[src/cie_pkg.sv]
// Package for the clear-instruction execute block: register map, encodings, phases
package cie_pkg;

  // ----------------------------------------------------------------
  // Register map (byte addresses on the Wishbone bus)
  // ----------------------------------------------------------------
  localparam logic [7:0] CIE_ADDR_INSTR  = 8'h00; // Issue opcode / read last opcode
  localparam logic [7:0] CIE_ADDR_STATUS = 8'h04; // Flags and busy
  localparam logic [7:0] CIE_ADDR_ACCUM  = 8'h08; // Working accumulator
  localparam logic [7:0] CIE_ADDR_FSEL   = 8'h0C; // File register index for bus access
  localparam logic [7:0] CIE_ADDR_FDATA  = 8'h10; // File register data at index
  localparam logic [7:0] CIE_ADDR_WDCNT  = 8'h14; // Count of watchdog clears

  // ----------------------------------------------------------------
  // Status register field positions
  // ----------------------------------------------------------------
  localparam int CIE_ST_ZERO    = 0;
  localparam int CIE_ST_TIMEOUT = 1;
  localparam int CIE_ST_PWRDOWN = 2;
  localparam int CIE_ST_BUSY    = 3;
  localparam int CIE_ST_UNKNOWN = 4;

  // ----------------------------------------------------------------
  // Reset values
  // ----------------------------------------------------------------
  localparam logic [7:0]  CIE_RST_ACCUM  = 8'h00;
  localparam logic [13:0] CIE_RST_OPCODE = 14'h0000;
  localparam logic        CIE_RST_FLAG   = 1'b0;
  localparam logic        CIE_RST_TOPD   = 1'b1;

  // ----------------------------------------------------------------
  // Instruction encodings
  // ----------------------------------------------------------------
  localparam logic [6:0]  CIE_OPC_FILE_HI  = 7'h03;   // 00 0001 1 then 7-bit address
  localparam logic [6:0]  CIE_OPC_ACC_HI   = 7'h02;   // 00 0001 0 then don't-care
  localparam logic [13:0] CIE_OPC_WDOG     = 14'h0064; // 00 0000 0110 0100
  localparam int          CIE_FILE_ADDR_W  = 7;
  localparam int          CIE_Q_PER_CYCLE  = 4;       // Clocks per instruction cycle

  // ----------------------------------------------------------------
  // Quarter phases and operation kinds
  // ----------------------------------------------------------------
  typedef enum logic [4:0] {
    CIE_IDLE = 5'h01,
    CIE_Q1   = 5'h02,
    CIE_Q2   = 5'h04,
    CIE_Q3   = 5'h08,
    CIE_Q4   = 5'h10
  } cie_phase_t;

  typedef enum logic [3:0] {
    CIE_K_NONE = 4'h1,
    CIE_K_FILE = 4'h2,
    CIE_K_ACC  = 4'h4,
    CIE_K_WDOG = 4'h8
  } cie_kind_t;

endpackage : cie_pkg

[src/cie_clear_exec.sv]
// Clear-type instruction decode and execute with a Wishbone register port
//
// Implementation choices: register access over Wishbone and the placing of the registers.
`timescale 1ns/1ps

// Functional notes
// - Clear-file takes a 7-bit operand addressing file registers 0 to 127.
// - Clear-file writes zero to the register and sets zero; other flags unchanged.
// - Clear-file pattern is 00 0001 1fff ffff, low seven bits address.
// - Clear-file decodes Q1, reads Q2, processes Q3, writes register Q4.
// - Clear-accumulator loads zero into the accumulator and sets zero.
// - Clear-accumulator pattern is 00 0001 0xxx xxxx.
// - Clear-accumulator: no read in Q2, process Q3, write accumulator Q4.
// - Clear-watchdog resets the watchdog counter to zero.
// - Clear-watchdog also resets the watchdog prescaler to zero.
// - Clear-watchdog sets timeout and powerdown flags; no other status bits.
// - Clear-watchdog pattern is exactly 00 0000 0110 0100.
// - Clear-watchdog decodes Q1, idles Q2, processes Q3, clears counter Q4.
// - Each clear is one word and finishes within one instruction cycle.
module cie_clear_exec
  import cie_pkg::*;
#(
  parameter int FILE_DEPTH = 128,
  parameter int WDCNT_W    = 16
) (
  // System
  input  wire logic        clock,
  input  wire logic        rst,
  // Wishbone slave
  input  wire logic        cyc_i,
  input  wire logic        stb_i,
  input  wire logic        we_i,
  input  wire logic [7:0]  adr_i,
  input  wire logic [3:0]  sel_i,
  input  wire logic [31:0] dat_i,
  output logic      [31:0] dat_o,
  output logic             ack_o,
  // Watchdog side
  output logic             watchdog_clear,
  output logic             prescaler_clear,
  // Core status view
  output logic             zero_flag,
  output logic             timeout_flag,
  output logic             powerdown_flag,
  output logic             busy
);

  // ----------------------------------------------------------------
  // Elaboration checks
  // ----------------------------------------------------------------
  if (FILE_DEPTH < 1 || FILE_DEPTH > 128) begin : g_chk_depth
    $error("FILE_DEPTH must lie between 1 and 128");
  end
  if (WDCNT_W < 1 || WDCNT_W > 32) begin : g_chk_wdcnt
    $error("WDCNT_W must lie between 1 and 32");
  end

  // ----------------------------------------------------------------
  // State
  // ----------------------------------------------------------------
  typedef struct packed {
    cie_phase_t                    phase;
    cie_kind_t                     kind;
    logic [13:0]                   opcode;
    logic [7:0]                    accum;
    logic                          zero;
    logic                          timeout;
    logic                          powerdown;
    logic                          unknown;
    logic [6:0]                    fsel;
    logic [7:0]                    fread;
    logic [7:0]                    result;
    logic [FILE_DEPTH-1:0][7:0]    files;
    logic                          wdog_clr;
    logic [WDCNT_W-1:0]            wdcnt;
    logic                          ack;
    logic [31:0]                   dat;
  } cie_state_t;

  cie_state_t st;
  cie_state_t next_st;

  // ----------------------------------------------------------------
  // Decode helpers
  // ----------------------------------------------------------------
  // Classify a 14-bit opcode; the low seven bits of clear-accumulator are ignored
  function automatic cie_kind_t decode_op(input logic [13:0] op);
    if (op[13:7] == CIE_OPC_FILE_HI) begin
      decode_op = CIE_K_FILE;
    end else if (op[13:7] == CIE_OPC_ACC_HI) begin
      decode_op = CIE_K_ACC;
    end else if (op == CIE_OPC_WDOG) begin
      decode_op = CIE_K_WDOG;
    end else begin
      decode_op = CIE_K_NONE;
    end
  endfunction : decode_op

  // Read a file register; addresses beyond the fitted depth read as zero
  function automatic logic [7:0] file_rd(input logic [FILE_DEPTH-1:0][7:0] f,
                                         input logic [6:0] a);
    file_rd = 8'h00;
    if (32'(a) < FILE_DEPTH) begin
      file_rd = f[a];
    end
  endfunction : file_rd

  // Apply byte-lane enables to an 8-bit register held in lane 0
  function automatic logic [7:0] lane0(input logic [7:0] old, input logic [3:0] sel,
                                       input logic [31:0] d);
    lane0 = sel[0] ? d[7:0] : old;
  endfunction : lane0

  // ----------------------------------------------------------------
  // Bus qualifiers
  // ----------------------------------------------------------------
  logic bus_req;
  logic bus_wr;
  logic idle;

  // Request seen, and write committed at the edge where ack is sampled
  assign bus_req = cyc_i & stb_i & ~st.ack;
  assign bus_wr  = cyc_i & stb_i & we_i & st.ack;
  assign idle    = (st.phase == CIE_IDLE);

  // ----------------------------------------------------------------
  // Next-state logic
  // ----------------------------------------------------------------
  // Sequences quarter phases and serves the register bus
  always_comb begin
    next_st         = st;
    next_st.wdog_clr = 1'b0;
    next_st.ack     = bus_req;

    // Quarter-phase sequencer; one instruction cycle is four clocks
    case (st.phase)
      CIE_IDLE: begin
        next_st.phase = CIE_IDLE;
      end
      CIE_Q1: begin
        // Decode the single opcode word
        next_st.kind    = decode_op(st.opcode);
        next_st.unknown = (decode_op(st.opcode) == CIE_K_NONE);
        next_st.phase   = CIE_Q2;
      end
      CIE_Q2: begin
        // Only clear-file reads its operand; the others idle here
        if (st.kind == CIE_K_FILE) begin
          next_st.fread = file_rd(st.files, st.opcode[6:0]);
        end
        next_st.phase = CIE_Q3;
      end
      CIE_Q3: begin
        // Processing: every clear produces a zero result
        next_st.result = 8'h00;
        next_st.phase  = CIE_Q4;
      end
      CIE_Q4: begin
        // Write-back ends the instruction within this cycle
        case (st.kind)
          CIE_K_FILE: begin
            if (32'(st.opcode[6:0]) < FILE_DEPTH) begin
              next_st.files[st.opcode[6:0]] = st.result;
            end
            next_st.zero = 1'b1;
          end
          CIE_K_ACC: begin
            next_st.accum = st.result;
            next_st.zero  = 1'b1;
          end
          CIE_K_WDOG: begin
            next_st.wdog_clr  = 1'b1;
            next_st.timeout   = 1'b1;
            next_st.powerdown = 1'b1;
            next_st.wdcnt     = st.wdcnt + WDCNT_W'(1);
          end
          default: begin
            next_st.kind = CIE_K_NONE;
          end
        endcase
        next_st.phase = CIE_IDLE;
      end
      default: begin
        next_st.phase = CIE_IDLE;
      end
    endcase

    // Register reads: data loads with the rising ack
    if (bus_req && !we_i) begin
      case (adr_i)
        CIE_ADDR_INSTR:  next_st.dat = {18'h00000, st.opcode};
        CIE_ADDR_STATUS: begin
          next_st.dat                 = 32'h00000000;
          next_st.dat[CIE_ST_ZERO]    = st.zero;
          next_st.dat[CIE_ST_TIMEOUT] = st.timeout;
          next_st.dat[CIE_ST_PWRDOWN] = st.powerdown;
          next_st.dat[CIE_ST_BUSY]    = ~idle;
          next_st.dat[CIE_ST_UNKNOWN] = st.unknown;
        end
        CIE_ADDR_ACCUM:  next_st.dat = {24'h000000, st.accum};
        CIE_ADDR_FSEL:   next_st.dat = {25'h0000000, st.fsel};
        CIE_ADDR_FDATA:  next_st.dat = {24'h000000, file_rd(st.files, st.fsel)};
        CIE_ADDR_WDCNT:  next_st.dat = 32'(st.wdcnt);
        default:         next_st.dat = 32'h00000000;
      endcase
    end

    // Register writes; those that touch core state are refused while busy
    if (bus_wr) begin
      case (adr_i)
        CIE_ADDR_INSTR: begin
          if (idle && sel_i[1:0] == 2'h3) begin
            next_st.opcode = dat_i[13:0];
            next_st.phase  = CIE_Q1;
          end
        end
        CIE_ADDR_STATUS: begin
          if (idle && sel_i[0]) begin
            next_st.zero      = dat_i[CIE_ST_ZERO];
            next_st.timeout   = dat_i[CIE_ST_TIMEOUT];
            next_st.powerdown = dat_i[CIE_ST_PWRDOWN];
            next_st.unknown   = dat_i[CIE_ST_UNKNOWN];
          end
        end
        CIE_ADDR_ACCUM: begin
          if (idle) begin
            next_st.accum = lane0(st.accum, sel_i, dat_i);
          end
        end
        CIE_ADDR_FSEL: begin
          if (sel_i[0]) begin
            next_st.fsel = dat_i[6:0];
          end
        end
        CIE_ADDR_FDATA: begin
          if (idle && sel_i[0] && 32'(st.fsel) < FILE_DEPTH) begin
            next_st.files[st.fsel] = dat_i[7:0];
          end
        end
        default: begin
          next_st.fsel = st.fsel;
        end
      endcase
    end
  end

  // ----------------------------------------------------------------
  // State register
  // ----------------------------------------------------------------
  // Asynchronous reset to constants only
  always_ff @(posedge clock or posedge rst) begin
    if (rst) begin
      st           <= '0;
      st.phase     <= CIE_IDLE;
      st.kind      <= CIE_K_NONE;
      st.opcode    <= CIE_RST_OPCODE;
      st.accum     <= CIE_RST_ACCUM;
      st.zero      <= CIE_RST_FLAG;
      st.timeout   <= CIE_RST_TOPD;
      st.powerdown <= CIE_RST_TOPD;
    end else begin
      st <= next_st;
    end
  end

  // ----------------------------------------------------------------
  // Outputs
  // ----------------------------------------------------------------
  // All outputs come straight from the state register, except busy, which is decoded from the phase
  assign dat_o           = st.dat;
  assign ack_o           = st.ack;
  assign watchdog_clear  = st.wdog_clr;
  assign prescaler_clear = st.wdog_clr;
  assign zero_flag       = st.zero;
  assign timeout_flag    = st.timeout;
  assign powerdown_flag  = st.powerdown;
  assign busy            = ~idle;

  // ----------------------------------------------------------------
  // Assertions
  // ----------------------------------------------------------------
  a_phase_walk: assert property (@(posedge clock) disable iff (rst)
    (st.phase == CIE_Q1) |=> (st.phase == CIE_Q2) ##1 (st.phase == CIE_Q3)
                             ##1 (st.phase == CIE_Q4) ##1 (st.phase == CIE_IDLE))
    else $error("Instruction did not complete in four quarter phases");

  a_decode_file: assert property (@(posedge clock) disable iff (rst)
    (st.phase == CIE_Q1 && st.opcode[13:7] == 7'h03) |=> (st.kind == CIE_K_FILE))
    else $error("Clear-file pattern not decoded");

  a_decode_acc: assert property (@(posedge clock) disable iff (rst)
    (st.phase == CIE_Q1 && st.opcode[13:7] == 7'h02) |=> (st.kind == CIE_K_ACC))
    else $error("Clear-accumulator pattern not decoded");

  a_decode_wdog: assert property (@(posedge clock) disable iff (rst)
    (st.phase == CIE_Q1) |=> ((st.kind == CIE_K_WDOG) == ($past(st.opcode) == CIE_OPC_WDOG)))
    else $error("Clear-watchdog decode mismatch");

  a_file_cleared: assert property (@(posedge clock) disable iff (rst)
    (st.phase == CIE_Q4 && st.kind == CIE_K_FILE && st.opcode[6:0] == st.fsel)
    |=> (file_rd(st.files, st.fsel) == 8'h00) && st.zero
        && $stable(st.timeout) && $stable(st.powerdown))
    else $error("Clear-file did not zero the register or disturbed flags");

  a_file_read_q2: assert property (@(posedge clock) disable iff (rst)
    (st.phase == CIE_Q2 && st.kind == CIE_K_FILE)
    |=> (st.fread == file_rd(st.files, st.opcode[6:0])))
    else $error("Clear-file operand not read in second quarter");

  a_acc_cleared: assert property (@(posedge clock) disable iff (rst)
    (st.phase == CIE_Q1 && st.opcode[13:7] == 7'h02)
    |-> ##4 (st.accum == 8'h00) && st.zero && (st.phase == CIE_IDLE))
    else $error("Clear-accumulator did not zero the accumulator in one cycle");

  a_wdog_pulse: assert property (@(posedge clock) disable iff (rst)
    (st.phase == CIE_Q4 && st.kind == CIE_K_WDOG)
    |=> watchdog_clear && prescaler_clear ##1 !watchdog_clear)
    else $error("Watchdog clear not a single pulse after fourth quarter");

  a_wdog_flags: assert property (@(posedge clock) disable iff (rst)
    watchdog_clear |-> timeout_flag && powerdown_flag && $stable(zero_flag))
    else $error("Clear-watchdog flags wrong");

  a_wdog_cause: assert property (@(posedge clock) disable iff (rst)
    watchdog_clear |-> ($past(st.phase) == CIE_Q4) && ($past(st.opcode) == CIE_OPC_WDOG))
    else $error("Watchdog clear without clear-watchdog instruction");

  a_acc_noread: assert property (@(posedge clock) disable iff (rst)
    (st.phase == CIE_Q2 && st.kind != CIE_K_FILE) |=> $stable(st.fread))
    else $error("Operand read by an instruction that reads no register");

  a_file_any: assert property (@(posedge clock) disable iff (rst)
    (st.phase == CIE_Q4 && st.kind == CIE_K_FILE)
    |=> (file_rd(st.files, st.opcode[6:0]) == 8'h00))
    else $error("Addressed file register not cleared");

  a_busy_span: assert property (@(posedge clock) disable iff (rst)
    $rose(busy) |-> busy[*4] ##1 !busy)
    else $error("Instruction did not occupy exactly one cycle");

  a_file_flags: assert property (@(posedge clock) disable iff (rst)
    (st.phase == CIE_Q4 && st.kind == CIE_K_FILE)
    |=> st.zero && $stable(st.timeout) && $stable(st.powerdown))
    else $error("Clear-file flags wrong");

endmodule : cie_clear_exec

[config.mk]
export PLATFORM = sky130hd
export DESIGN_NAME = cie_clear_exec
export DESIGN_NICKNAME = d
export VERILOG_FILES = /design/src/cie_pkg.sv /design/src/cie_clear_exec.sv
export SDC_FILE = /design/constraint.sdc
export NUM_CORES = 2
export LEC_CHECK = 0
export ABC_CLOCK_PERIOD_IN_PS = 43900
export CORE_UTILIZATION = 30
export CTS_CLUSTER_SIZE = 16
export DETAILED_ROUTE_END_ITERATION = 10
export DONT_BUFFER_PORTS = 1
export PLACE_DENSITY = 0.53
export SETUP_SLACK_MARGIN = 0.15
export SYNTH_ARGS = -nofsm -noshare
export SYNTH_HDL_FRONTEND = slang
export SYNTH_SLANG_ARGS = --single-unit
export TNS_END_PERCENT = 5
[constraint.sdc]
create_clock -name clock -period 43.9 [get_ports clock]
set_clock_uncertainty 0.1 [all_clocks]
set_input_delay 4.39 -clock clock [delete_from_list [all_inputs] [get_ports clock]]
set_output_delay 4.39 -clock clock [all_outputs]
set_load 0.01 [all_outputs]
After elaboration in Yosys (flattened, before gate mapping)
Cells that the tools add are included.
{"block": "word_totals", "register_bits": 1116, "in_bits": 49, "out_inout_bits": 39, "wordCells": 225}
{"block": "op_classes", "addsub": 1, "order_cmp": 4, "eq_ne": 20, "n_mux": 37, "n_bitwise": 8, "reduce_logical": 14}
{"cell": "1024-bit 2-to-1 mux", "count": 4}
{"cell": "1041-bit 2-to-1 mux", "count": 1}
{"cell": "1024-bit AND", "count": 1}
{"cell": "1024-bit bitwise mux", "count": 1}
{"cell": "1024-bit inverter", "count": 1}
{"cell": "8-bit demux with 7-bit select", "count": 2}
{"cell": "16-bit one-hot mux with 6 select lines", "count": 1}
{"cell": "8-bit binary-select mux with 7-bit select", "count": 1}
{"cell": "8-bit 2-to-1 mux", "count": 7}
{"cell": "4-bit 2-to-1 mux", "count": 7}
{"cell": "19-bit 2-to-1 mux", "count": 1}
{"cell": "17-bit 2-to-1 mux", "count": 1}
{"cell": "16-bit by 1-bit adder with 16-bit output (second input constant)", "count": 1}
{"cell": "8-bit by 4-bit == test with 1-bit output (second input constant)", "count": 2}
{"cell": "8-bit by 5-bit == test with 1-bit output (second input constant)", "count": 2}
{"cell": "7-bit by 8-bit < comparator with 1-bit output (second input constant)", "count": 2}
{"cell": "5-bit 2-to-1 mux", "count": 3}
{"cell": "5-bit one-hot mux with 3 select lines", "count": 1}
{"cell": "14-bit by 7-bit == test with 1-bit output (second input constant)", "count": 1}
{"cell": "7-bit by 2-bit == test with 1-bit output (second input constant)", "count": 2}
{"cell": "7-bit by 1-bit >= comparator with 1-bit output (second input constant)", "count": 2}
{"cell": "7-bit 2-to-1 mux", "count": 2}
{"cell": "11-bit 2-to-1 mux", "count": 1}
{"cell": "8-bit by 3-bit == test with 1-bit output (second input constant)", "count": 1}
{"cell": "25 further kinds", "count": 36}

Depth between registers and ports, before layout
{"block": "logic_depth", "depth_word": 12, "depth_mapped": 11, "depth_no_buf": 6}

Worst setup path before layout
Ideal clock, no wire load.
{"block": "synth_timing", "path_kind": "input-to-reg", "start": "input adr_i[5]", "end": "register st[1036] in the netlist's numbering", "setup_time_ns": 0.132, "arrival_time_ns": 6.580, "required_time_ns": 43.668, "setup_slack_ns": 37.087, "stages": 9, "n_path_buf": 3, "path_cell_list": "or4b_1 > buf_2 > or4_1 > buf_2 > buf_6 > nor3_4 > a22oi_1 > nand2_1 > o21ai_0"}
{"item": "start: declaration", "line": "cie_clear_exec.sv:33", "rtl": "input wire logic [7:0] adr_i,"}
{"item": "end signal: assignment", "line": "cie_clear_exec.sv:262", "rtl": "st <= next_st;"}
{"item": "end: declaration", "line": "cie_clear_exec.sv:80", "rtl": "cie_state_t st;"}

==> metrics.txt <==
final WL 198100 um; Crit. Startpoint adr_i[5]; mux cell area share after synthesis 10.98%; largest family of logic cells by synthesized area compound AO/OA/AOI/OAI gates; clk buf depth 3; Peak supply drop 0.03079 mV; Initial Util 30.25%; setup TNS 0 ps; xor and xnor area share after synthesis 0.2632%; Synth warnings 0; adder-cell share of the synthesized area 0.02507%; top cells by area, synth dfrtp_1 (55%), a22o_1 (15%), mux2i_1 (11%), o22ai_1 (2.8%), clkbuf_1 (2.0%); initial antenna violation count 6; Horiz. Die Dim 409.9 um; row count 149; gpl congestion 0.9497; most frequent cells in the layout dfrtp_1 (1095), a22o_1 (869), mux2i_1 (524); gr usage total 22.80%; crit path DAT 8240 ps; Compound-Gate Fraction of Synth Area 23.20%; Post-synth EDFFs 0; post-route DRC violation count 4; Hold WC Path Type reg -> reg; Critical Path Sink st[896]; area share of and/or/nand/nor cells after synthesis 7.395%; Core Region 165000 um2; Finish-stage setup viols 0; via count 39084; endpoint class of the critical path flip-flop; R2R cell count 9; Critical Path Start Type input pin; vias per cell 6.126; FF+latch count, synth 1100; unrepaired setup endpoints after global routing no; vias in the first global route 38011; worst path required time 44430 ps; Static Leak 22.84 nW; commonest non-fill, non-tap cell in the layout dfrtp_1; Post-CTS Resized 0; Unique masters post-synth 63; status finished with violations; Pre-antenna DRT Iters 9; Crit Path Category in -> reg; largest net degree at the start of global routing 148; final core occ 34.05%; fin crit period 7707 ps; Synth top area share 54.95%; IO buf count 0; Worst-path clk slew 60 ps; final slew viol count 0; Clock Sink Count 1100; DRT antenna net count 0; worst r2r dst dat_o[5]; Syn Inst Count 4205; sequential area share after synthesis 55.16%; Top-Level Pins 88; Max Freq 0.1297 GHz; TritonCTS Buffers 116; worst skew pair latency 770 ps; maxcap violations 0; Power Dens Cells 37.41 nW/um2; failing checks design-rule violations; Synth area leader dfrtp_1; nets@finish 4142; fin crit share 17.56%; hold buffers post-CTS 0; Worst slew margin 7.836%; Hold Path Stages 2; H-tree depth 3; Post-DP HPWL 124600 um; postcts setup bufs 0; P&R area growth vs syn 12.55%; CTS tree built; Mapped Avg Cell Area 11.87 um2; share of layout cells above drive strength 1 9.260%; Die H 409.9 um; Root Driver clkbuf_16; grt total ovfl 0; number of DRC markers in iteration 0 4831; Cell Area, Synth 49910 um2; crit-path max FO 9; FF-to-FF Start st[1090]; worst slew pin tran 1377 ps; Top FF cell, synth dfrtp_1; first-pass GRT wire length 283300 um; final hold violation count 0; die area 168000 um2; wire per inst 31.06 um; r2r setup slk 38330 ps; FFs w/ async S/R, synth 100.0%; min-delay src st[647]
## worst min path at each step
stage / to / slack [ps]
after floorplan: dat_o[14] / 340
after global placement: st[772] / 360
after detailed placement: st[647] / 370
after CTS: st[647] / 380
after global routing: st[712] / 400
final: st[647] / 380
## synthesized netlist by cell type, types with 9 or more instances
library cell,n
mux2_2,21
dfrtp_1,1096
clkbuf_1,269
nor2_1,233
o2bb2ai_1,36
buf_2,20
nor3_1,62
nand3_1,79
buf_1,21
nor2_2,17
nand2_1,182
nor4_1,36
a31oi_1,12
o22ai_1,225
a21oi_1,73
inv_1,9
nor2b_1,11
a22o_1,869
buf_4,33
mux2i_1,524
and2_1,12
o211ai_1,10
o22a_1,40
xor2_1,12
a32o_1,72
o21ai_0,64
a22oi_1,21
nand4_1,26
## layout make-up
cell class / instances / area [um2]
timing repair buffer: 98 / 773.2
sequential: 1100 / 27540
inverter: 9 / 41.29
clock inverter: 55 / 668.1
tap: 2189 / 2739
fill: 16378 / 108800
clock buffer: 161 / 3385
antenna: 1 / 2.502
multi-input combinational: 2767 / 21030
## worst max-delay path, stage by stage
cell and delay, ps:
or4b_1 720, nor3_2 880, nand4_1 560, nor2_1 970, a21oi_1 400, a22o_1 310
## registers in the layout, indices dropped and copies added, names as in the netlist
| register | count |
|---|---|
| st | 1079 |
| dat_o | 16 |
| ack_o | 1 |
| powerdown_flag | 1 |
| prescaler_clear | 1 |
| timeout_flag | 1 |
| zero_flag | 1 |
## routing by layer
metal | track usage [%] | wire [um] | vias up
li1 | - | - | 16030
met1 | 31.54 | 84540 | 20498
met2 | 33.36 | 85950 | 2112
met3 | 5.318 | 17460 | 438
met4 | 11.10 | 10130 | 6
met5 | 0 | 45 | -
## power breakdown
part	internal, W	total (W)	switching (W)
Clock	0.000614	0.00105	0.000441
Combinational	0.00000381	0.0000327	0.0000289
Sequential	0.00101	0.00101	0.000000262
## stage by stage
| step | instance area [um2] | setup WS [ps] | cells | power, W | hold slack (ps) |
|---|---|---|---|---|---|
| 2_1_floorplan | 49970 | 8445 | 4220 | 0.001068 | 340.0 |
| 5_1_grt | 56170 | 36180 | 6379 | 0.002157 | 397.3 |
| 6_report | 56170 | 36190 | 6380 | 0.002102 | 379.6 |
| 3_3_place_gp | 52120 | 35600 | 6163 | 0.001066 | 358.2 |
| 4_1_cts | 56170 | 36320 | 6379 | 0.002115 | 379.8 |
| 3_5_place_dp | 52120 | 35520 | 6163 | 0.001066 | 366.5 |
## cells by family (layout without fill, tap and decap cells)
| group | Yosys count | after routing |
|---|---|---|
| AOI/OAI and AO/OA | 1446 | 1446 |
| xor gates and xnor gates | 15 | 15 |
| buffers and inverters | 353 | 323 |
| DFF | 1100 | 1100 |
| and+or+nand+nor | 744 | 744 |
| muxes | 545 | 545 |
| adders and majority gates | 1 | 1 |
| other | 1 | 17 |
Power figures use the tool's default switching activity.
